**config.mk**
```make
export PLATFORM = sky130hd
export DESIGN_NAME = drive_status
export DESIGN_NICKNAME = d
export VERILOG_FILES = /design/src/hdl/drive_status_pkg.sv /design/src/hdl/drive_status.sv
export VERILOG_INCLUDE_DIRS = /design/src /design/src/hdl
export SDC_FILE = /design/constraint.sdc
export NUM_CORES = 1
export LEC_CHECK = 0
export ABC_AREA = 0
export BUFFER_PORTS_ARGS = -buffer_cell sky130_fd_sc_hd__buf_2
export CORE_MARGIN = 1.5
export CORE_UTILIZATION = 25
export CTS_BUF_LIST = sky130_fd_sc_hd__clkbuf_4 sky130_fd_sc_hd__clkbuf_8
export CTS_CLUSTER_DIAMETER = 200
export DETAILED_ROUTE_END_ITERATION = 8
export GPL_TIMING_DRIVEN = 0
export HOLD_SLACK_MARGIN = 0.05
export SLEW_MARGIN = 5
export SYNTH_ARGS = -nofsm -noshare
export SYNTH_HDL_FRONTEND = slang
export SYNTH_SLANG_ARGS = --single-unit
```
**constraint.sdc**
```tcl
create_clock -name aclk -period 2 [get_ports aclk]
set_input_delay 0.4 -clock aclk [delete_from_list [all_inputs] [get_ports aclk]]
set_output_delay 0.4 -clock aclk [all_outputs]
set_load 0.02 [all_outputs]
```
**src/hdl/drive_status_params.svh**
```systemverilog
// Offsets, field positions, reset values and timing counts for the drive status block
`ifndef DRIVE_STATUS_PARAMS_SVH
`define DRIVE_STATUS_PARAMS_SVH

// ----------------------------------------------------------------
// Timing, in ns / us / ms at a 10 ns clock
// ----------------------------------------------------------------
`define CLK_PERIOD_NS 10
`define INDEX_PERIOD_US 16670
`define INDEX_WIDTH_NS 620
`define SECTOR_PERIOD_NS 1240
`define SECTOR_WIDTH_NS 620
`define SECTORS_PER_REV 13440
`define SEEK_LIMIT_MS 100
`define RECAL_LIMIT_MS 750
`define UPSPEED_LIMIT_MS 21700
`define INDEX_PERIOD_CYC (`SECTORS_PER_REV * `SECTOR_PERIOD_CYC)
`define INDEX_WIDTH_CYC ((`INDEX_WIDTH_NS + `CLK_PERIOD_NS - 1) / `CLK_PERIOD_NS)
`define SECTOR_PERIOD_CYC (`SECTOR_PERIOD_NS / `CLK_PERIOD_NS)
`define SECTOR_WIDTH_CYC ((`SECTOR_WIDTH_NS + `CLK_PERIOD_NS - 1) / `CLK_PERIOD_NS)
`define SEEK_LIMIT_CYC (`SEEK_LIMIT_MS * 100000)
`define RECAL_LIMIT_CYC (`RECAL_LIMIT_MS * 100000)
`define UPSPEED_LIMIT_CYC (`UPSPEED_LIMIT_MS * 100000)
`define DIFF_LIMIT 32

// ----------------------------------------------------------------
// Register map (byte addresses)
// ----------------------------------------------------------------
`define REG_CTRL 8'h00
`define REG_FAULT 8'h04
`define REG_STATUS 8'h08
`define REG_DIFF 8'h0C
`define CTRL_CLEAR_BIT 0
`define CTRL_RST 32'h0000_0000

`endif

```
**src/hdl/drive_status_pkg.sv**
```systemverilog
// Types shared by the drive status block
package drive_status_pkg;
    typedef enum logic [1:0] {
        PWR_OFF,
        PWR_SEQ,
        PWR_UP
    } pwr_e;
    typedef enum logic [1:0] {
        OP_IDLE,
        OP_SEEK,
        OP_RECAL
    } op_e;
endpackage

```
**src/hdl/drive_status.sv**
```systemverilog
// Drive status and safety monitor outputs with an AXI4-Lite register slave
`include "drive_status_params.svh"

module drive_status #(
    parameter int unsigned INDEX_PERIOD = `INDEX_PERIOD_CYC,
    parameter int unsigned SEEK_LIMIT = `SEEK_LIMIT_CYC,
    parameter int unsigned RECAL_LIMIT = `RECAL_LIMIT_CYC,
    parameter int unsigned UPSPEED_LIMIT = `UPSPEED_LIMIT_CYC,
    parameter int unsigned DIFF_W = 9
) (
    // Clock, reset, enable
    input wire logic aclk,
    input wire logic aresetn,
    input wire logic clk_en,
    // AXI4-Lite slave
    input wire logic [7:0] s_axi_awaddr,
    input wire logic s_axi_awvalid,
    output logic s_axi_awready,
    input wire logic [31:0] s_axi_wdata,
    input wire logic [3:0] s_axi_wstrb,
    input wire logic s_axi_wvalid,
    output logic s_axi_wready,
    output logic [1:0] s_axi_bresp,
    output logic s_axi_bvalid,
    input wire logic s_axi_bready,
    input wire logic [7:0] s_axi_araddr,
    input wire logic s_axi_arvalid,
    output logic s_axi_arready,
    output logic [31:0] s_axi_rdata,
    output logic [1:0] s_axi_rresp,
    output logic s_axi_rvalid,
    input wire logic s_axi_rready,
    // Drive condition pins (asynchronous)
    input wire logic [31:0] pins_in,
    input wire logic [DIFF_W-1:0] diff_value,
    // Status outputs
    output logic offset_ready,
    output logic file_ready,
    output logic index_pulse,
    output logic sector_clock,
    output logic write_protect,
    output logic port_a_sel,
    output logic port_b_sel,
    output logic plug_enable,
    output logic on_line,
    output logic seq_pick_out,
    output logic positioner_clear_active,
    output logic distance_below_limit,
    output logic distance_zero,
    // Fault outputs
    output logic write_current_fault,
    output logic sink_fault,
    output logic dual_source_fault,
    output logic wrong_current_fault,
    output logic static_write_fault_sum,
    output logic stray_flux_change_fault,
    output logic no_transition_fault,
    output logic dynamic_write_fault_sum,
    output logic write_off_cyl_fault,
    output logic multi_head_fault,
    output logic no_head_fault,
    output logic head_fault_sum,
    output logic phase_lock_lost_fault,
    output logic source_regulator_fault,
    output logic read_write_fault,
    output logic write_offset_fault,
    output logic index_error,
    output logic seek_incomplete,
    output logic general_fault_sum,
    output logic off_cylinder,
    output logic abnormal_stop,
    output logic heads_deselect,
    output logic rw_disable
);

    // ----------------------------------------------------------------
    // Input bit positions within pins_in
    // ----------------------------------------------------------------
    localparam int P_OFF_RESET = 0;
    localparam int P_GO = 1;
    localparam int P_OFFSET_DONE = 2;
    localparam int P_SEEK_DONE = 3;
    localparam int P_RECAL = 4;
    localparam int P_LOADED = 5;
    localparam int P_SERVO = 6;
    localparam int P_WP_SW = 7;
    localparam int P_PORTA_SW = 8;
    localparam int P_PORTB_SW = 9;
    localparam int P_PLUG = 10;
    localparam int P_DC_ON = 11;
    localparam int P_SEQ_IN = 12;
    localparam int P_WCUR = 13;
    localparam int P_WCMD = 14;
    localparam int P_SINK_BAD = 15;
    localparam int P_SRC_EVEN = 16;
    localparam int P_SRC_ODD = 17;
    localparam int P_CUR_WRONG = 18;
    localparam int P_TRANS = 19;
    localparam int P_ON_CYL = 20;
    localparam int P_RCMD = 21;
    localparam int P_REG_BAD = 22;
    localparam int P_PLO_LOST = 23;
    localparam int P_COARSE = 24;
    localparam int P_UNLOAD = 25;
    localparam int P_SEQ_START = 26;
    localparam int P_UPSPEED = 27;
    localparam int P_RETRACT_PWR_LOST = 28;
    localparam int P_LAUNCH = 29;
    localparam int P_RETRACT_FAIL = 30;
    localparam int P_RETRACTING = 31;
    localparam int NFLT = 14;

    typedef struct packed {
        logic [31:0] meta;
        logic [31:0] pin;
        logic [31:0] pin_d;
        drive_status_pkg::pwr_e pwr;
        drive_status_pkg::op_e op;
        logic op_load;
        logic [31:0] op_cnt;
        logic [31:0] up_cnt;
        logic [31:0] rev_cnt;
        logic [6:0] sec_cnt;
        logic [13:0] sec_num;
        logic [31:0] idx_gap;
        logic idx_err;
        logic off_rdy;
        logic f_rdy;
        logic [NFLT-1:0] flt;
        logic seek_inc;
        logic off_cyl;
        logic abn;
        logic recal_was_auto;
        logic aw_got;
        logic w_got;
        logic [7:0] awaddr;
        logic [31:0] wdata;
        logic bvalid;
        logic [1:0] bresp;
        logic rvalid;
        logic [31:0] rdata;
        logic [1:0] rresp;
        logic [31:0] ctrl;
    } state_s;

    state_s st_r;
    state_s st_nxt;

    // ----------------------------------------------------------------
    // Helpers
    // ----------------------------------------------------------------
    function automatic logic rise(input logic [31:0] now, input logic [31:0] was, input int b);
        rise = now[b] & ~was[b];
    endfunction

    function automatic logic [31:0] read_reg(input state_s s, input logic [7:0] a,
                                             output logic ok);
        ok = 1'b1;
        if (a == `REG_CTRL) begin
            read_reg = s.ctrl;
        end else if (a == `REG_FAULT) begin
            read_reg = {14'h0000, s.abn, s.off_cyl, s.seek_inc, s.idx_err, s.flt};
        end else if (a == `REG_STATUS) begin
            read_reg = {24'h000000, s.f_rdy, s.off_rdy, 4'h0, s.pwr};
        end else if (a == `REG_DIFF) begin
            read_reg = {18'h00000, s.sec_num};
        end else begin
            ok = 1'b0;
            read_reg = 32'h0000_0000;
        end
    endfunction

    logic [NFLT-1:0] cond;
    logic rd_ok;
    logic [31:0] rd_val;

    // ----------------------------------------------------------------
    // Next state
    // ----------------------------------------------------------------
    always_comb begin
        logic [31:0] p;
        logic [31:0] q;
        logic clr;
        logic idx_now;
        p = st_r.pin;
        q = st_r.pin_d;
        idx_now = (st_r.rev_cnt == '0);
        st_nxt = st_r;
        st_nxt.meta = pins_in;
        st_nxt.pin = st_r.meta;
        st_nxt.pin_d = p;
        clr = st_r.ctrl[`CTRL_CLEAR_BIT];
        // Safety detectors
        cond = '0;
        cond[0] = p[P_WCUR] & ~p[P_WCMD];
        cond[1] = p[P_SINK_BAD] & ~p[P_WCMD] & q[P_WCMD];
        cond[2] = p[P_SRC_EVEN] & p[P_SRC_ODD];
        cond[3] = p[P_CUR_WRONG] & p[P_WCMD];
        cond[4] = rise(p, q, P_TRANS) & ~p[P_WCMD];
        cond[5] = 1'b0;
        cond[6] = p[P_WCMD] & ~p[P_ON_CYL];
        cond[7] = 1'b0;
        cond[8] = 1'b0;
        cond[9] = p[P_PLO_LOST];
        cond[10] = p[P_REG_BAD] & p[P_WCMD];
        cond[11] = p[P_RCMD] & p[P_WCMD];
        cond[12] = p[P_WCMD] & st_r.off_rdy;
        cond[13] = 1'b0;
        // Flags stick; a clear from software loses to a new event
        st_nxt.flt = (clr ? '0 : st_r.flt) | cond;
        st_nxt.ctrl[`CTRL_CLEAR_BIT] = 1'b0;
        // Power sequencing
        case (st_r.pwr)
            drive_status_pkg::PWR_OFF: begin
                st_nxt.up_cnt = '0;
                if (p[P_DC_ON] && p[P_SEQ_START] && p[P_SEQ_IN] && !st_r.abn) begin
                    st_nxt.pwr = drive_status_pkg::PWR_SEQ;
                end
            end
            drive_status_pkg::PWR_SEQ: begin
                st_nxt.up_cnt = st_r.up_cnt + 32'h0000_0001;
                if (p[P_LAUNCH]) begin
                    st_nxt.abn = 1'b1;
                end
                if (st_r.up_cnt >= UPSPEED_LIMIT) begin
                    st_nxt.abn = 1'b1;
                end
                if (p[P_UPSPEED]) begin
                    st_nxt.pwr = drive_status_pkg::PWR_UP;
                end
            end
            default: begin
                if (!p[P_DC_ON]) begin
                    st_nxt.pwr = drive_status_pkg::PWR_OFF;
                end
            end
        endcase
        if (p[P_RETRACT_PWR_LOST] || p[P_RETRACT_FAIL]
            || (p[P_RETRACTING] && st_r.op == drive_status_pkg::OP_SEEK)) begin
            st_nxt.abn = 1'b1;
        end
        if (st_nxt.abn || !p[P_DC_ON]) begin
            st_nxt.pwr = st_nxt.abn ? drive_status_pkg::PWR_OFF : st_nxt.pwr;
        end
        // Seek / recalibrate / load timing
        case (st_r.op)
            drive_status_pkg::OP_IDLE: begin
                st_nxt.op_cnt = '0;
                if (rise(p, q, P_GO)) begin
                    st_nxt.op = drive_status_pkg::OP_SEEK;
                    st_nxt.f_rdy = 1'b0;
                end else if (rise(p, q, P_RECAL) || rise(p, q, P_LOADED)
                             && st_r.pwr == drive_status_pkg::PWR_UP) begin
                    st_nxt.op = drive_status_pkg::OP_RECAL;
                    st_nxt.op_load = ~p[P_RECAL];
                    st_nxt.f_rdy = 1'b0;
                end
            end
            drive_status_pkg::OP_SEEK: begin
                st_nxt.op_cnt = st_r.op_cnt + 32'h0000_0001;
                if (rise(p, q, P_SEEK_DONE)) begin
                    st_nxt.op = drive_status_pkg::OP_IDLE;
                    st_nxt.f_rdy = 1'b1;
                end else if (st_r.op_cnt >= SEEK_LIMIT) begin
                    st_nxt.seek_inc = 1'b1;
                    st_nxt.op = drive_status_pkg::OP_IDLE;
                end
            end
            default: begin
                st_nxt.op_cnt = st_r.op_cnt + 32'h0000_0001;
                if (rise(p, q, P_SEEK_DONE)) begin
                    st_nxt.op = drive_status_pkg::OP_IDLE;
                    st_nxt.f_rdy = 1'b1;
                    st_nxt.recal_was_auto = 1'b0;
                end else if (st_r.op_cnt >= RECAL_LIMIT) begin
                    st_nxt.seek_inc = 1'b1;
                    st_nxt.op = drive_status_pkg::OP_IDLE;
                    if (st_r.recal_was_auto) begin
                        st_nxt.abn = 1'b1;
                    end
                end
            end
        endcase
        if (st_r.seek_inc && rise(p, q, P_RECAL)) begin
            st_nxt.recal_was_auto = 1'b1;
        end
        if (!p[P_LOADED]) begin
            st_nxt.f_rdy = 1'b0;
        end
        // Offset ready
        if (rise(p, q, P_OFFSET_DONE)) begin
            st_nxt.off_rdy = 1'b1;
        end
        if (st_r.off_rdy && (rise(p, q, P_OFF_RESET) || rise(p, q, P_GO))) begin
            st_nxt.off_rdy = 1'b0;
        end
        // Off cylinder, latched
        if (!p[P_COARSE] && st_r.f_rdy && !st_r.off_rdy) begin
            st_nxt.off_cyl = 1'b1;
        end
        // Rotation timing
        st_nxt.rev_cnt = (st_r.rev_cnt >= INDEX_PERIOD - 1) ? '0
                         : st_r.rev_cnt + 32'h0000_0001;
        if (idx_now || st_r.sec_cnt == 7'(`SECTOR_PERIOD_CYC - 1)) begin
            st_nxt.sec_cnt = '0;
            st_nxt.sec_num = idx_now ? '0 : st_r.sec_num + 14'h0001;
        end else begin
            st_nxt.sec_cnt = st_r.sec_cnt + 7'h01;
        end
        // Index gap watchdog: a gap beyond the nominal period flags error
        st_nxt.idx_gap = idx_now ? '0 : st_r.idx_gap + 32'h0000_0001;
        if (st_r.idx_gap > INDEX_PERIOD) begin
            st_nxt.idx_err = 1'b1;
        end else if (idx_now) begin
            st_nxt.idx_err = 1'b0;
        end
        // AXI write
        if (s_axi_awvalid && !st_r.aw_got) begin
            st_nxt.aw_got = 1'b1;
            st_nxt.awaddr = s_axi_awaddr;
        end
        if (s_axi_wvalid && !st_r.w_got) begin
            st_nxt.w_got = 1'b1;
            st_nxt.wdata = s_axi_wdata;
        end
        if (st_r.aw_got && st_r.w_got && !st_r.bvalid) begin
            st_nxt.aw_got = 1'b0;
            st_nxt.w_got = 1'b0;
            st_nxt.bvalid = 1'b1;
            if (st_r.awaddr == `REG_CTRL) begin
                st_nxt.bresp = 2'h0;
                if (s_axi_wstrb[0]) begin
                    st_nxt.ctrl[7:0] = st_r.wdata[7:0];
                end
            end else begin
                st_nxt.bresp = 2'h2;
            end
        end
        if (st_r.bvalid && s_axi_bready) begin
            st_nxt.bvalid = 1'b0;
        end
        // AXI read
        if (s_axi_arvalid && !st_r.rvalid) begin
            st_nxt.rvalid = 1'b1;
            st_nxt.rdata = rd_val;
            st_nxt.rresp = rd_ok ? 2'h0 : 2'h2;
        end else if (st_r.rvalid && s_axi_rready) begin
            st_nxt.rvalid = 1'b0;
        end
    end

    always_comb begin
        rd_val = read_reg(st_r, s_axi_araddr, rd_ok);
    end

    always_ff @(posedge aclk) begin
        if (!aresetn) begin
            st_r <= '0;
        end else if (clk_en) begin
            st_r <= st_nxt;
        end
    end

    // ----------------------------------------------------------------
    // Outputs
    // ----------------------------------------------------------------
    logic [31:0] pr;
    assign pr = st_r.pin;
    assign s_axi_awready = ~st_r.aw_got;
    assign s_axi_wready = ~st_r.w_got;
    assign s_axi_bvalid = st_r.bvalid;
    assign s_axi_bresp = st_r.bresp;
    assign s_axi_arready = ~st_r.rvalid;
    assign s_axi_rvalid = st_r.rvalid;
    assign s_axi_rdata = st_r.rdata;
    assign s_axi_rresp = st_r.rresp;

    assign offset_ready = st_r.off_rdy;
    assign file_ready = st_r.f_rdy;
    assign index_pulse = st_r.rev_cnt != '0 && st_r.rev_cnt <= `INDEX_WIDTH_CYC;
    assign sector_clock = st_r.sec_cnt < 7'(`SECTOR_WIDTH_CYC);
    assign write_protect = pr[P_WP_SW];
    assign port_a_sel = pr[P_PORTA_SW];
    assign port_b_sel = pr[P_PORTB_SW];
    assign plug_enable = pr[P_PLUG];
    assign on_line = (pr[P_LOADED] & pr[P_SERVO])
                   | (st_r.op == drive_status_pkg::OP_RECAL & pr[P_PLUG]);
    // Pass through unless powering up
    assign seq_pick_out = pr[P_SEQ_IN] & (st_r.pwr != drive_status_pkg::PWR_SEQ);
    assign positioner_clear_active = pr[P_UNLOAD]
        | st_r.op == drive_status_pkg::OP_RECAL;
    assign distance_below_limit = diff_value < DIFF_W'(`DIFF_LIMIT);
    assign distance_zero = diff_value == '0;

    assign write_current_fault = st_r.flt[0];
    assign sink_fault = st_r.flt[1];
    assign dual_source_fault = st_r.flt[2];
    assign wrong_current_fault = st_r.flt[3];
    assign static_write_fault_sum = |st_r.flt[3:0];
    assign stray_flux_change_fault = st_r.flt[4];
    // No transitions: flag is never set, its detector cond[5] is tied to 0
    assign no_transition_fault = st_r.flt[5];
    assign dynamic_write_fault_sum = st_r.flt[4] | st_r.flt[5];
    assign write_off_cyl_fault = st_r.flt[6];
    assign multi_head_fault = st_r.flt[7];
    assign no_head_fault = st_r.flt[8];
    assign head_fault_sum = st_r.flt[7] | st_r.flt[8];
    assign phase_lock_lost_fault = st_r.flt[9];
    assign source_regulator_fault = st_r.flt[10];
    assign read_write_fault = st_r.flt[11];
    assign write_offset_fault = st_r.flt[12];
    assign index_error = st_r.idx_err;
    assign seek_incomplete = st_r.seek_inc;
    assign general_fault_sum = |st_r.flt | st_r.idx_err | st_r.abn;
    assign off_cylinder = st_r.off_cyl;
    assign abnormal_stop = st_r.abn;
    // No-head alone only disables read/write
    assign heads_deselect = |{st_r.flt[12:9], st_r.flt[7:0]};
    assign rw_disable = |st_r.flt;

endmodule

```
## Word-level counts from Yosys, hierarchy flattened

Index checks and enable logic that the tools add are counted.

- Logic and storage cells: 238
- Output and inout port bits: 77
- RAM bits: 0
- Input bits: 101
- Bits in read-only memories: 0
- Register bits after elaboration: 323
- Memories: 0
- Bits in latches: 0

- Div/mod/pow operators: 0
- Shift operators: 0
- $mul: 0
- $add $sub $neg: 6
- Multiplexer cells: 64
- Bitwise logic cells: 43
- $lt $le $gt $ge: 8
- Reductions and logical operators: 71
- Eq/ne operators: 15

Operator list:

| kind | count |
|---|---|
| $add 32x1->32 const B | 4 |
| $mux 32 | 3 |
| $pmux 32 s2 | 1 |
| $mux 14 | 4 |
| $mux 18 | 2 |
| $mux 1 | 34 |
| $ge 32x21->1 const B | 1 |
| $ge 32x24->1 const B | 1 |
| $ge 32x27->1 const B | 1 |
| $ge 32x32->1 const B | 1 |
| $gt 32x21->1 const B | 1 |
| $le 32x6->1 const B | 1 |
| $logic_not 32->1 | 1 |
| $reduce_bool 32->1 | 1 |
| $mux 2 | 14 |
| $reduce_and 2->1 | 13 |
| $and 1x1->1 | 20 |
| $reduce_bool 2->1 | 9 |
| $logic_and 1x1->1 | 17 |
| $eq 8x4->1 const B | 2 |
| $logic_not 8->1 | 2 |
| $not 1->1 | 16 |
| $add 14x1->14 const B | 1 |
| $or 14x13->14 | 1 |
| other kinds (28) | 56 |

## Depth between registers and ports, before layout

Gate-level depths: netlist of run 1.

- Word-level depth: 9
- Mapped depth: 8
- Mapped depth without buffers: 8

## Worst setup path after synthesis of run 1

Ideal clock, no wire load.

- Path kind: register -> output
- Start point: reg st_r (netlist bit write_current_fault)
- End point: out general_fault_sum
- Data required time: 1.600 ns
- Buffers on the path: 0
- Slack: -0.552 ns
- Arrival time: 2.152 ns
- Cell stages (with the launch flop): 4
- Path through: dfxtp_1 or4_1 or4_1 or3_1

- Longest elaborated chain between the ends: 3

Ends and longest elaborated chain:

| item | line | text |
|---|---|---|
| start: declaration | drive_status.sv:146 | `state_s st_r;` |
| start signal: assignment | drive_status.sv:360 | `st_r <= st_nxt;` |
| $reduce_or 14->1 | drive_status.sv:414 | `assign general_fault_sum = \|st_r.flt \| st_r.idx_err \| st_r.abn;` |
| $or 1x1->1 (2 in a row) | drive_status.sv:414 |  |
| end: declaration | drive_status.sv:69 | `output logic general_fault_sum,` |

No other way between the ends.

## Final worst setup path of run 1

- Start point: reg st_r (netlist bit wrong_current_fault)
- End point: out general_fault_sum

Same word-level chain as after synthesis.

==> metrics.txt, run 1 <==
number of nets in the layout between 1500 and 2000; Post-synth EDFFs 0; maximum VDD drop about 0.57 mV; Worst Slack Setup Final -836.9 ps; pin count of the biggest net entering global routing 14; Initial Util between 20% and 30%; total clock buffers created by CTS 48; kind of path behind the tightest hold check primary input to register; peak fanout along the critical path 2; chain of cells forming the critical path or4_4 > or4_4 > or3_4 > buf_6; Clock Pin Slew Worst Setup and Hold Paths 60 ps; total die area between 0.05 and 0.06 sq mm; max-slew violation count 0; violations in the final reports setup timing; Core Rows 83; Tcrit/Tclk final 141.8%; clock sink count 290; setup violation total in the final timing report between 80 and 90; Pre-Repair DR Iteration Count 5; initial antenna violation count 0; overall fraction of global-route tracks in use 12.98%; number of buffers on the longest clock path 3; worst hold margin 74.71 ps; DP HPWL about 26000 microns; number of diodes added for antenna fixing 0; Relative slew margins about half; Arrival @ worst endpoint roughly 2400 ps; wire length after detailed routing roughly 36000 microns; power share of the combinational group 8.9%; Peak Freq approximately 350 MHz; Std-Cell Core Area 0.05120 sq mm; layout cell share with drive strength beyond 1 roughly a quarter; via count of the first global-routing pass ~11000; detailed-route DRC error count 0; number of nets with antenna violations after routing 0; number of warning messages in the yosys log 0; synthesized instance count ~1400; max-cap violation count 0; crit start category register; Final Hold Violating Endpoints 0; commonest cells after routing, fill and taps aside sky130_fd_sc_hd__dfxtp_1 (260), sky130_fd_sc_hd__nor2_1 (168), sky130_fd_sc_hd__buf_2 (131); per-cell routed wire length about 15 microns; Avg Synthesized Cell Area approximately 9 sq um; Least-Margin Pin Slew roughly 750 ps; via total after detailed routing roughly 11000; Chip Height approximately 230 microns; outcome finished with violations; global route overflow 0; placement-stage cell area 0.01449 sq mm; routability congestion estimate between 0.8 and 0.9; part of the Yosys area used for sequential elements 45.01%; Crit Path Class register to primary output; most common cell after layout, fill and taps aside sky130_fd_sc_hd__dfxtp_1; worst clock skew on the final layout 19.78 ps; flip-flop and latch count after synthesis 290; via/cell ratio 4.640; cell mode on critical path sky130_fd_sc_hd__or4_4; H-Tree Depth 2; drt initial violations 654; clock tree from TritonCTS built; sum of negative setup slack -13750 ps; Main synth FF type sky130_fd_sc_hd__dfxtp_1; number of top-level pins around 180; reg2reg setup slack -260 ps; setup repair after global routing missed its margin true; Syn Std Cell Area 0.01290 sq mm; net switching power of the design 3.071 mW; Largest stage delay, worst path around 530 ps; fraction of registers with async set or reset after synthesis 0%; global-route wire length before repair 56300 microns; area overhead of the layout relative to synthesis 32.39%; portion of total power attributed to sequential cells a little under half; critical path's slowest cell sky130_fd_sc_hd__or4_4; Die X around 230 microns; areal power density over the cells roughly 740 mW/mm^2; post-route cell area between 0.015 and 0.02 sq mm; required time of the critical path between 1500 and 2000 ps; Skew-Pair Late Insertion Delay roughly 600 ps; Final min period 2837 ps; endpoint class of the critical path primary output; switching fraction of total power roughly a quarter; relative contribution of the clock network to total power 43.7%; number of inserted filler cells in the final layout 5164; dominant delay contributor by cell family on the critical path simple AND/OR/NAND/NOR gates; buffer cell driving the clock tree root sky130_fd_sc_hd__clkbuf_8; WP buf/inv 1; leakage power about 6.5 nW; Yosys cell types 69; internal power consumption 9.529 mW; number of buffer cells added on primary ports 129
-- cells in the mapped netlist, types with 15 or more instances --
cell / number / share of area [%]
sky130_fd_sc_hd__and3_1: 19 / 0.92
sky130_fd_sc_hd__mux2i_1: 99 / 7.7
sky130_fd_sc_hd__nor2b_1: 93 / 4.5
sky130_fd_sc_hd__o21ai_0: 26 / 1.0
sky130_fd_sc_hd__clkbuf_1: 39 / 1.1
sky130_fd_sc_hd__nand2_1: 92 / 2.7
sky130_fd_sc_hd__buf_4: 42 / 2.4
sky130_fd_sc_hd__dfxtp_1: 290 / 45
sky130_fd_sc_hd__xnor2_1: 44 / 3.0
sky130_fd_sc_hd__a21oi_1: 35 / 1.4
sky130_fd_sc_hd__nor4_1: 25 / 1.2
sky130_fd_sc_hd__nor3_1: 30 / 1.2
sky130_fd_sc_hd__xor2_1: 73 / 5.0
sky130_fd_sc_hd__inv_1: 37 / 1.1
sky130_fd_sc_hd__nand3_1: 60 / 2.3
sky130_fd_sc_hd__or3_1: 15 / 0.73
sky130_fd_sc_hd__nor2_1: 212 / 6.2
sky130_fd_sc_hd__nand4_1: 38 / 1.8
-- logic make-up (layout without fill, tap and decap cells) --
| group | after synthesis | after routing | synth area share, % |
|---|---|---|---|
| and+or+nand+nor | 638 | 638 | 25.09 |
| adders and majority gates | 11 | 11 | 1.067 |
| DFF | 290 | 290 | 45.01 |
| other | 1 | 20 | 0.02907 |
| buffers and inverters | 138 | 418 | 5.354 |
| xor gates and xnor gates | 117 | 117 | 7.944 |
| AOI/OAI and AO/OA | 142 | 142 | 7.469 |
| muxes | 103 | 103 | 8.032 |
-- timing repair --
item                                    in CTS  in global routing
pin swaps                                   34                 68
gates resized for setup                     96                151
buffers inserted                            22                 23
endpoints found under the hold margin       32                  0
endpoints found under the setup margin     199                118
hold buffers                                32                  0
gates cloned                                 1                  5
-- per-layer routing --
layer | global-route usage [%] | part of all wire, % | vias to the layer above
li1 | - | - | 5477
met1 | 16.52 | 44 | 5347
met2 | 21.81 | 48 | 325
met3 | 2.232 | 5.0 | 74
met4 | 4.902 | 2.9 | 0
met5 | 0 | 0 | -
-- metrics by stage --
stage | instances | total power, mW | utilization (%) | worst slack [ps]
5_1_grt | 2419 | 13.11 | 33.35 | -912.9
2_1_floorplan | 1459 | 6.640 | - | -213.0
6_report | 2419 | 12.60 | 33.35 | -836.9
3_5_place_dp | 2268 | 6.951 | 28.30 | -1094
4_1_cts | 2397 | 12.63 | 31.88 | -878.2
3_3_place_gp | 2268 | 6.933 | 28.30 | -1102
-- tightest hold or removal path, stage by stage --
cell                      delay [ps]
sky130_fd_sc_hd__buf_2            80
sky130_fd_sc_hd__mux2i_1          60
sky130_fd_sc_hd__nor2b_1         100
-- power groups by stage --
stage / Combinational [mW] / Sequential, mW / Clock, mW
3_5_place_dp: 0.847 / 6.10 / 0
6_report: 1.12 / 5.97 / 5.51
3_3_place_gp: 0.833 / 6.10 / 0
4_1_cts: 1.01 / 5.97 / 5.65
2_1_floorplan: 0.559 / 6.08 / 0
5_1_grt: 1.20 / 5.98 / 5.93
-- state kept, by name, indices dropped and copies added, names as in the netlist, 18 cells and up --
register / cells
st_r: 188
pr: 32
st_nxt: 32
s_axi_rdata: 18
-- path summary, 6_finish.rpt --
kind                                         start  cells after the start                endpoint
setup / recovery  wrong_current_fault$_SDFFE_PN0P_                      4       general_fault_sum
hold / removal                     s_axi_awaddr[0]                      3  st_r[102]$_SDFFE_PN0P_
setup reg to reg            st_r[189]$_SDFFE_PN0P_                      8  st_r[176]$_SDFFE_PN0P_
hold reg to reg             st_r[289]$_SDFFE_PN0P_                      2  st_r[289]$_SDFFE_PN0P_
-- cell type report --
type                            instances  area [sq um]  share of cell area, %
Buffer                                 93         609.3                  3.568
Clock buffer                           74         912.1                  5.341
Clock inverter                          5         87.58                 0.5129
Inverter                               39         146.4                 0.8573
Multi-Input combinational cell       1031          7109                  41.63
Sequential cell                       290          5868                  34.36
Tap cell                              680         850.8                  4.982
Timing Repair Buffer                  207          1493                  8.741
Power figures use the tool's default switching activity.
==> run 2, diff against run 1 <==
==> constraint.sdc (replaced) <==
create_clock -name aclk -period 2 [get_ports aclk]
set_input_delay 0.4 -clock aclk [delete_from_list [all_inputs] [get_ports aclk]]
set_output_delay 0.4 -clock aclk [all_outputs]
set_load 0.05 [all_outputs]
==> run 2 against run 1 <==
The flow still finishes with violations (setup timing). Power shrank 0.36%. Utilization decreased by 0.71 points. Critical path depth did not move. Sequential power about the same. Die area unchanged. Cell count is 0.91% lower. Wire length is 0.66% higher. Design area fell by 2.1%. Hold slack better by 6.6 ps. Setup slack got worse by 25 ps. Combinational power is 6% higher. Flip-flop and latch count unchanged. Critical path type unchanged. Critical endpoint unchanged. Largest cell class unchanged.
==> metrics.txt, run 2 (same netlist as run 1, synthesis figures left out) <==
Peak Freq 349.4 MHz (-0.88%); number of nets with antenna violations after routing 0 (unchanged); clock sink count 290 (unchanged); area overhead of the layout relative to synthesis 29.58%; start of the worst register-to-register path st_r[191]$_SDFFE_PN0P_; endpoint class of the critical path primary output; Core Rows 83 (unchanged); Top reg by flops st_r; max-slew violation count 0 (unchanged); global-route wire length before repair 56630 microns (+0.59%); kind of path behind the tightest hold check primary input to register; peak fanout along the critical path 2 (unchanged); number of nets in the layout 1796 (-1.4%); required time of the critical path 1600 ps (about the same); Std-Cell Core Area 0.05120 sq mm (unchanged); hold_sp pins_in[19]; Detail Route met2 WL 17070 microns (-0.51%); commonest cells after routing, fill and taps aside sky130_fd_sc_hd__dfxtp_1 (252), sky130_fd_sc_hd__nor2_1 (184), sky130_fd_sc_hd__buf_2 (131); setup violation total in the final timing report 40 (-51%); Relative slew margins 51.22% (+1.8 points); layout cell share with drive strength beyond 1 26.63% (+0.29 points); wire length after detailed routing 36270 microns (+0.66%); Hold Crit Depth 3 (unchanged); per-cell routed wire length 15.13 microns (+1.6%); via count of the first global-routing pass 10751 (-0.17%); DP Worst Slack -1164 ps (-69.65 ps); worst reg2reg path endpoint st_r[172]$_SDFFE_PN0P_; placement-stage cell area 0.01452 sq mm (+0.18%); Tcrit/Tclk final 143.1% (+1.3 points); setup repair after global routing missed its margin true; overall fraction of global-route tracks in use 13.33% (+0.35 points); Die X 230.1 microns (unchanged); number of top-level pins 178 (unchanged); via total after detailed routing 11045 (-1.6%); number of buffer cells added on primary ports 129 (unchanged); via/cell ratio 4.608 (-0.68%); initial antenna violation count 1 (+1); sum of negative setup slack -5950 ps (+7798 ps); buffer cell driving the clock tree root sky130_fd_sc_hd__clkbuf_8; Highest Signal Layer met4; cell count of the worst reg-to-reg path 8 (unchanged); max FFs per register 188 (unchanged); capture endpoint of the worst hold path st_nxt[338]$_SDFFE_PN0P_; Final min period 2862 ps (+25.29 ps); worst clock skew on the final layout 22.40 ps (+2.624 ps); Initial Util 25.19% (unchanged); most common cell after layout, fill and taps aside sky130_fd_sc_hd__dfxtp_1; DP Cell Count 2268 (unchanged); leakage power 6.378 nW (-1.8%); Metal-1 WL 15710 microns (-1.9%); violations in the final reports setup timing; total die area 0.05297 sq mm (unchanged); met3 wire len 2343 microns (+30%); H-Tree Depth 2 (unchanged); post-route non-filler standard cell count 2397 (-0.91%); reg2reg setup slack -190 ps (+70 ps); Arrival @ worst endpoint 2460 ps (+20 ps); crit start category register; routability congestion estimate 0.8398 (+0.17%); Worst Slack Setup Final -862.2 ps (-25.29 ps); Crit Path Class register to primary output; pin count of the biggest net entering global routing 12 (-2); post-route cell area 0.01671 sq mm (-2.1%); maximum VDD drop 0.5432 mV (-4.5%); Skew-Pair Late Insertion Delay 580 ps (-20 ps); detailed-route DRC error count 0 (unchanged); max-cap violation count 0 (unchanged); Clock Pin Slew Worst Setup and Hold Paths 60 ps (about the same); Final Hold Violating Endpoints 0 (unchanged); number of buffers on the longest clock path 3 (unchanged); areal power density over the cells 751.2 mW/mm^2 (+1.8%); total clock buffers created by CTS 47 (-2.1%); outcome finished with violations; global route overflow 0 (unchanged); clock tree from TritonCTS built; Pre-Repair DR Iteration Count 6 (+1); DP HPWL 25980 microns (+1.7%); Chip Height 230.1 microns (unchanged); drt initial violations 612 (-6.4%); Least-Margin Pin Slew 731.7 ps (-19.74 ps)
## run 2: changes by cell type in the layout (fill, tap and decap cells not counted), sizes merged
cell	change
clkinv	+4
clkdlybuf4s15	-1
dlygate4sd3	-19
inv	-3
clkinvlp	+1
buf	-4
bufinv	-1
diode	+1
## run 2: cell type report
cell class	count	area, sq um
flip-flops and latches	290	5886
inverters	39	150.1
well taps	680	850.8
multi-input cells	1031	7054
repair buffers	183	1215
fillers	5307	34480
clock inverters	6	57.56
plain buffers	92	565.5
clock buffers	75	932.1
diodes	1	2.502
## run 2: what timing repair did
action | 4_1_cts | 5_1_grt
pin swaps | 31 | 55
endpoints found under the setup margin | 239 | 156
gates cloned | 1 | 2
hold endpoints to repair | 13 | 0
setup buffers | 21 | 18
hold buffers | 13 | 0
gates resized for setup | 93 | 124
## run 2: worst max-delay path, stage by stage, from the launching register on
cell and delay, ps:
sky130_fd_sc_hd__dfxtp_4 360, sky130_fd_sc_hd__or4_1 510, sky130_fd_sc_hd__or4_4 500, sky130_fd_sc_hd__or3_4 350
sky130_fd_sc_hd__buf_8 160
## run 2: worst max path at each step
stage                                     start                   endpoint  slack, ps  depth (start not counted)
3_3_place_gp                             clk_en  offset_ready$_SDFFE_PN0P_      -1150                          6
4_1_cts        wrong_current_fault$_SDFFE_PN0P_          general_fault_sum       -870                          4
3_5_place_dp                             clk_en  offset_ready$_SDFFE_PN0P_      -1160                          6
5_1_grt         write_offset_fault$_SDFFE_PN0P_          general_fault_sum       -900                          4
2_1_floorplan  wrong_current_fault$_SDFFE_PN0P_          general_fault_sum       -480                          3
6_report        write_offset_fault$_SDFFE_PN0P_          general_fault_sum       -860                          4
## run 2: metal layers
metal / track usage, % / vias up
met2: 22.31 / 314
met1: 16.62 / 5241
met4: 5.760 / 0
met3: 2.555 / 70
li1: - / 5420
met5: 0 / -
## run 2: metrics by stage
step / hold WS (ps) / util, % / power [mW]
after floorplan: 437.2 / - / 6.763
after global placement: 451.7 / 28.35 / 7.062
after detailed placement: 465.2 / 28.35 / 7.082
after CTS: 50.88 / 31.50 / 12.61
after global routing: 72.56 / 32.64 / 13.05
final: 81.28 / 32.65 / 12.56
## run 2: power by group
group          leakage (nW)  switching (mW)  internal (mW)
logic                  3.48           0.716          0.473
registers              2.37          0.0977           5.87
clock network         0.528            2.33           3.06
==> run 3, diff against run 2 <==
--- a/config.mk
+++ b/config.mk
@@ -9,7 +9,7 @@
 export ABC_AREA = 0
 export BUFFER_PORTS_ARGS = -buffer_cell sky130_fd_sc_hd__buf_2
 export CORE_MARGIN = 1.5
-export CORE_UTILIZATION = 25
+export CORE_UTILIZATION = 35
 export CTS_BUF_LIST = sky130_fd_sc_hd__clkbuf_4 sky130_fd_sc_hd__clkbuf_8
 export CTS_CLUSTER_DIAMETER = 200
 export DETAILED_ROUTE_END_ITERATION = 8
==> run 3 against run 2 <==
The flow still finishes with violations (setup timing). Combinational power grew 4%. Cell count shrank 7.6%. Setup slack lost 49 ps. Flip-flop and latch count is the same. Sequential share of layout area shrank 0.23 points. Fmax shrank 1.7%. Critical path depth is the same. Clock power grew 12%. Design area grew 0.40%. Global-route usage grew 4.3 points. Register-to-register slack lost 50 ps. Critical path type unchanged. Largest power group is now the clock network.
==> metrics.txt, run 3 (same netlist as run 1, synthesis figures left out) <==
drt initial violations 543 (-11%); via count of the first global-routing pass 10332 (-3.9%); area overhead of the layout relative to synthesis 30.10%; Chip Height 195.0 microns (-15%); pin count of the biggest net entering global routing 15 (+3); Die X 195.0 microns (-15%); most common cell after layout, fill and taps aside sky130_fd_sc_hd__dfxtp_1; total die area 0.03801 sq mm (-28%); sum of negative setup slack -8097 ps (-2147 ps); max-cap violation count 0 (unchanged); cell mode on critical path sky130_fd_sc_hd__or4_4; number of nets with antenna violations after routing 0 (unchanged); commonest cells after routing, fill and taps aside sky130_fd_sc_hd__dfxtp_1 (254), sky130_fd_sc_hd__nor2_1 (185), sky130_fd_sc_hd__buf_2 (132); detailed-route DRC error count 0 (unchanged); areal power density over the cells 789.5 mW/mm^2 (+5.1%); Final Hold Violating Endpoints 0 (unchanged); routability congestion estimate 0.8169 (-2.7%); kind of path behind the tightest hold check primary input to register; Initial Util 35.40% (+10 points); setup violation total in the final timing report 58 (+45%); H-Tree Depth 2 (unchanged); chain of cells forming the critical path or4_4 > or4_4 > or3_4 > buf_8; Top reg by flops st_r; Largest stage delay, worst path 540 ps (+30 ps); Least-Margin Pin Slew 749.9 ps (+18.16 ps); clock sink count 290 (unchanged); DP HPWL 24240 microns (-6.7%); crit start category register; Final min period 2911 ps (+49.25 ps); worst clock skew on the final layout 39.62 ps (+17.21 ps); Arrival @ worst endpoint 2510 ps (+50 ps); initial antenna violation count 1 (unchanged); global route overflow 0 (unchanged); leakage power 6.519 nW (+2.2%); buffer cell driving the clock tree root sky130_fd_sc_hd__clkbuf_8; Crit Path Class register to primary output; Pre-Repair DR Iteration Count 7 (+1); via total after detailed routing 10956 (-0.81%); endpoint class of the critical path primary output; number of top-level pins 178 (unchanged); outcome finished with violations; Clock Pin Slew Worst Setup and Hold Paths 60 ps (about the same); violations in the final reports setup timing; Std-Cell Core Area 0.03643 sq mm (-29%); total clock buffers created by CTS 51 (+8.5%); critical path's slowest cell sky130_fd_sc_hd__or4_4; wire length after detailed routing 34800 microns (-4.0%); peak fanout along the critical path 2 (unchanged); via/cell ratio 4.944 (+7.3%); Core Rows 70 (-16%); worst hold margin 91.20 ps (+9.918 ps); overall fraction of global-route tracks in use 17.65% (+4.3 points); layout cell share with drive strength beyond 1 25.59% (-1.0 points); per-cell routed wire length 15.71 microns (+3.8%); WP buf/inv 1 (unchanged); number of buffer cells added on primary ports 129 (unchanged); Tcrit/Tclk final 145.6% (+2.5 points); setup repair after global routing missed its margin true; max FFs per register 188 (unchanged); number of buffers on the longest clock path 3 (unchanged); clock tree from TritonCTS built; maximum VDD drop 0.4887 mV (-10%); required time of the critical path 1600 ps (about the same); global-route wire length before repair 54430 microns (-3.9%); number of inserted filler cells in the final layout 3538 (-33%); dominant delay contributor by cell family on the critical path simple AND/OR/NAND/NOR gates; Worst Slack Setup Final -911.4 ps (-49.25 ps); Peak Freq 343.5 MHz (-1.7%); Relative slew margins 48.71% (-2.5 points); max-slew violation count 0 (unchanged); number of nets in the layout 1820 (+1.3%); Skew-Pair Late Insertion Delay 610 ps (+30 ps)
==> run 3: cell count changes in the layout (fill, tap and decap cells not counted), moves of 3 or more <==
cell,change
sky130_fd_sc_hd__clkbuf_8,+8
sky130_fd_sc_hd__dfxtp_4,-5
sky130_fd_sc_hd__dfxtp_2,+3
sky130_fd_sc_hd__a21oi_2,-3
sky130_fd_sc_hd__a21oi_1,+4
sky130_fd_sc_hd__buf_12,+5
sky130_fd_sc_hd__buf_4,-7
sky130_fd_sc_hd__dlygate4sd3_1,+27
sky130_fd_sc_hd__buf_6,-7
==> run 3: worst paths after layout <==
check / start / endpoint / slack, ps / cells past startpoint
max: wrong_current_fault$_SDFFE_PN0P_ / general_fault_sum / -910 / 4
min: pins_in[1] / st_nxt[320]$_SDFFE_PN0P_ / 90 / 3
max reg2reg: st_r[194]$_SDFFE_PN0P_ / st_r[172]$_SDFFE_PN0P_ / -240 / 9
min reg2reg: st_r[112]$_SDFFE_PN0P_ / abnormal_stop$_SDFFE_PN0P_ / 490 / 2
==> run 3: metrics by stage <==
step | std cells | utilization (%) | area, sq um | worst slack, ps | total power [mW]
2_1_floorplan | 1459 | - | 13020 | -484.2 | 6.763
3_3_place_gp | 2056 | 39.11 | 14250 | -995.4 | 7.063
3_5_place_dp | 2056 | 39.11 | 14250 | -1077 | 7.079
4_1_cts | 2205 | 44.62 | 16260 | -933.7 | 13.29
5_1_grt | 2215 | 46.05 | 16780 | -957.8 | 13.72
6_report | 2216 | 46.06 | 16780 | -911.4 | 13.25
==> run 3: layout make-up <==
type	instances	area [sq um]	area share (%)
diodes	1	2.502	0.01491
well taps	468	585.6	3.489
plain buffers	94	610.6	3.639
clock inverters	10	117.6	0.7009
flip-flops and latches	290	5871	34.98
repair buffers	201	1423	8.477
clock buffers	82	1035	6.166
inverters	39	150.1	0.8947
multi-input cells	1031	6987	41.63
==> run 3: worst register-to-register path, delay by kind of cell, from the launching register on <==
family | cells | cell delay [ps]
AND/OR/NAND/NOR | 4 | 1200
flip-flops | 1 | 350
AO/OA/AOI/OAI | 2 | 230
buffers and inverters | 3 | 420
==> run 3: repair_timing <==
item / 4_1_cts / 5_1_grt
hold endpoints to repair: 40 / 0
resized for setup: 88 / 112
setup buffers: 21 / 8
setup endpoints to repair: 194 / 125
pin swaps: 20 / 45
cloned: 0 / 4
hold buffers: 40 / 0
==> run 3: per-layer routing <==
layer	up-vias	wire, microns	track usage, %
li1	5475	-	-
met1	5120	16070	23.26
met2	280	15790	28.39
met3	81	1818	3.178
met4	0	1127	7.494
met5	-	0	0
==> run 3: power by group <==
part | total (mW) | leakage, nW | internal, mW | switching, mW
logic | 1.24 | 3.54 | 0.513 | 0.725
clock network | 6.04 | 0.610 | 3.54 | 2.50
registers | 5.97 | 2.37 | 5.88 | 0.0933
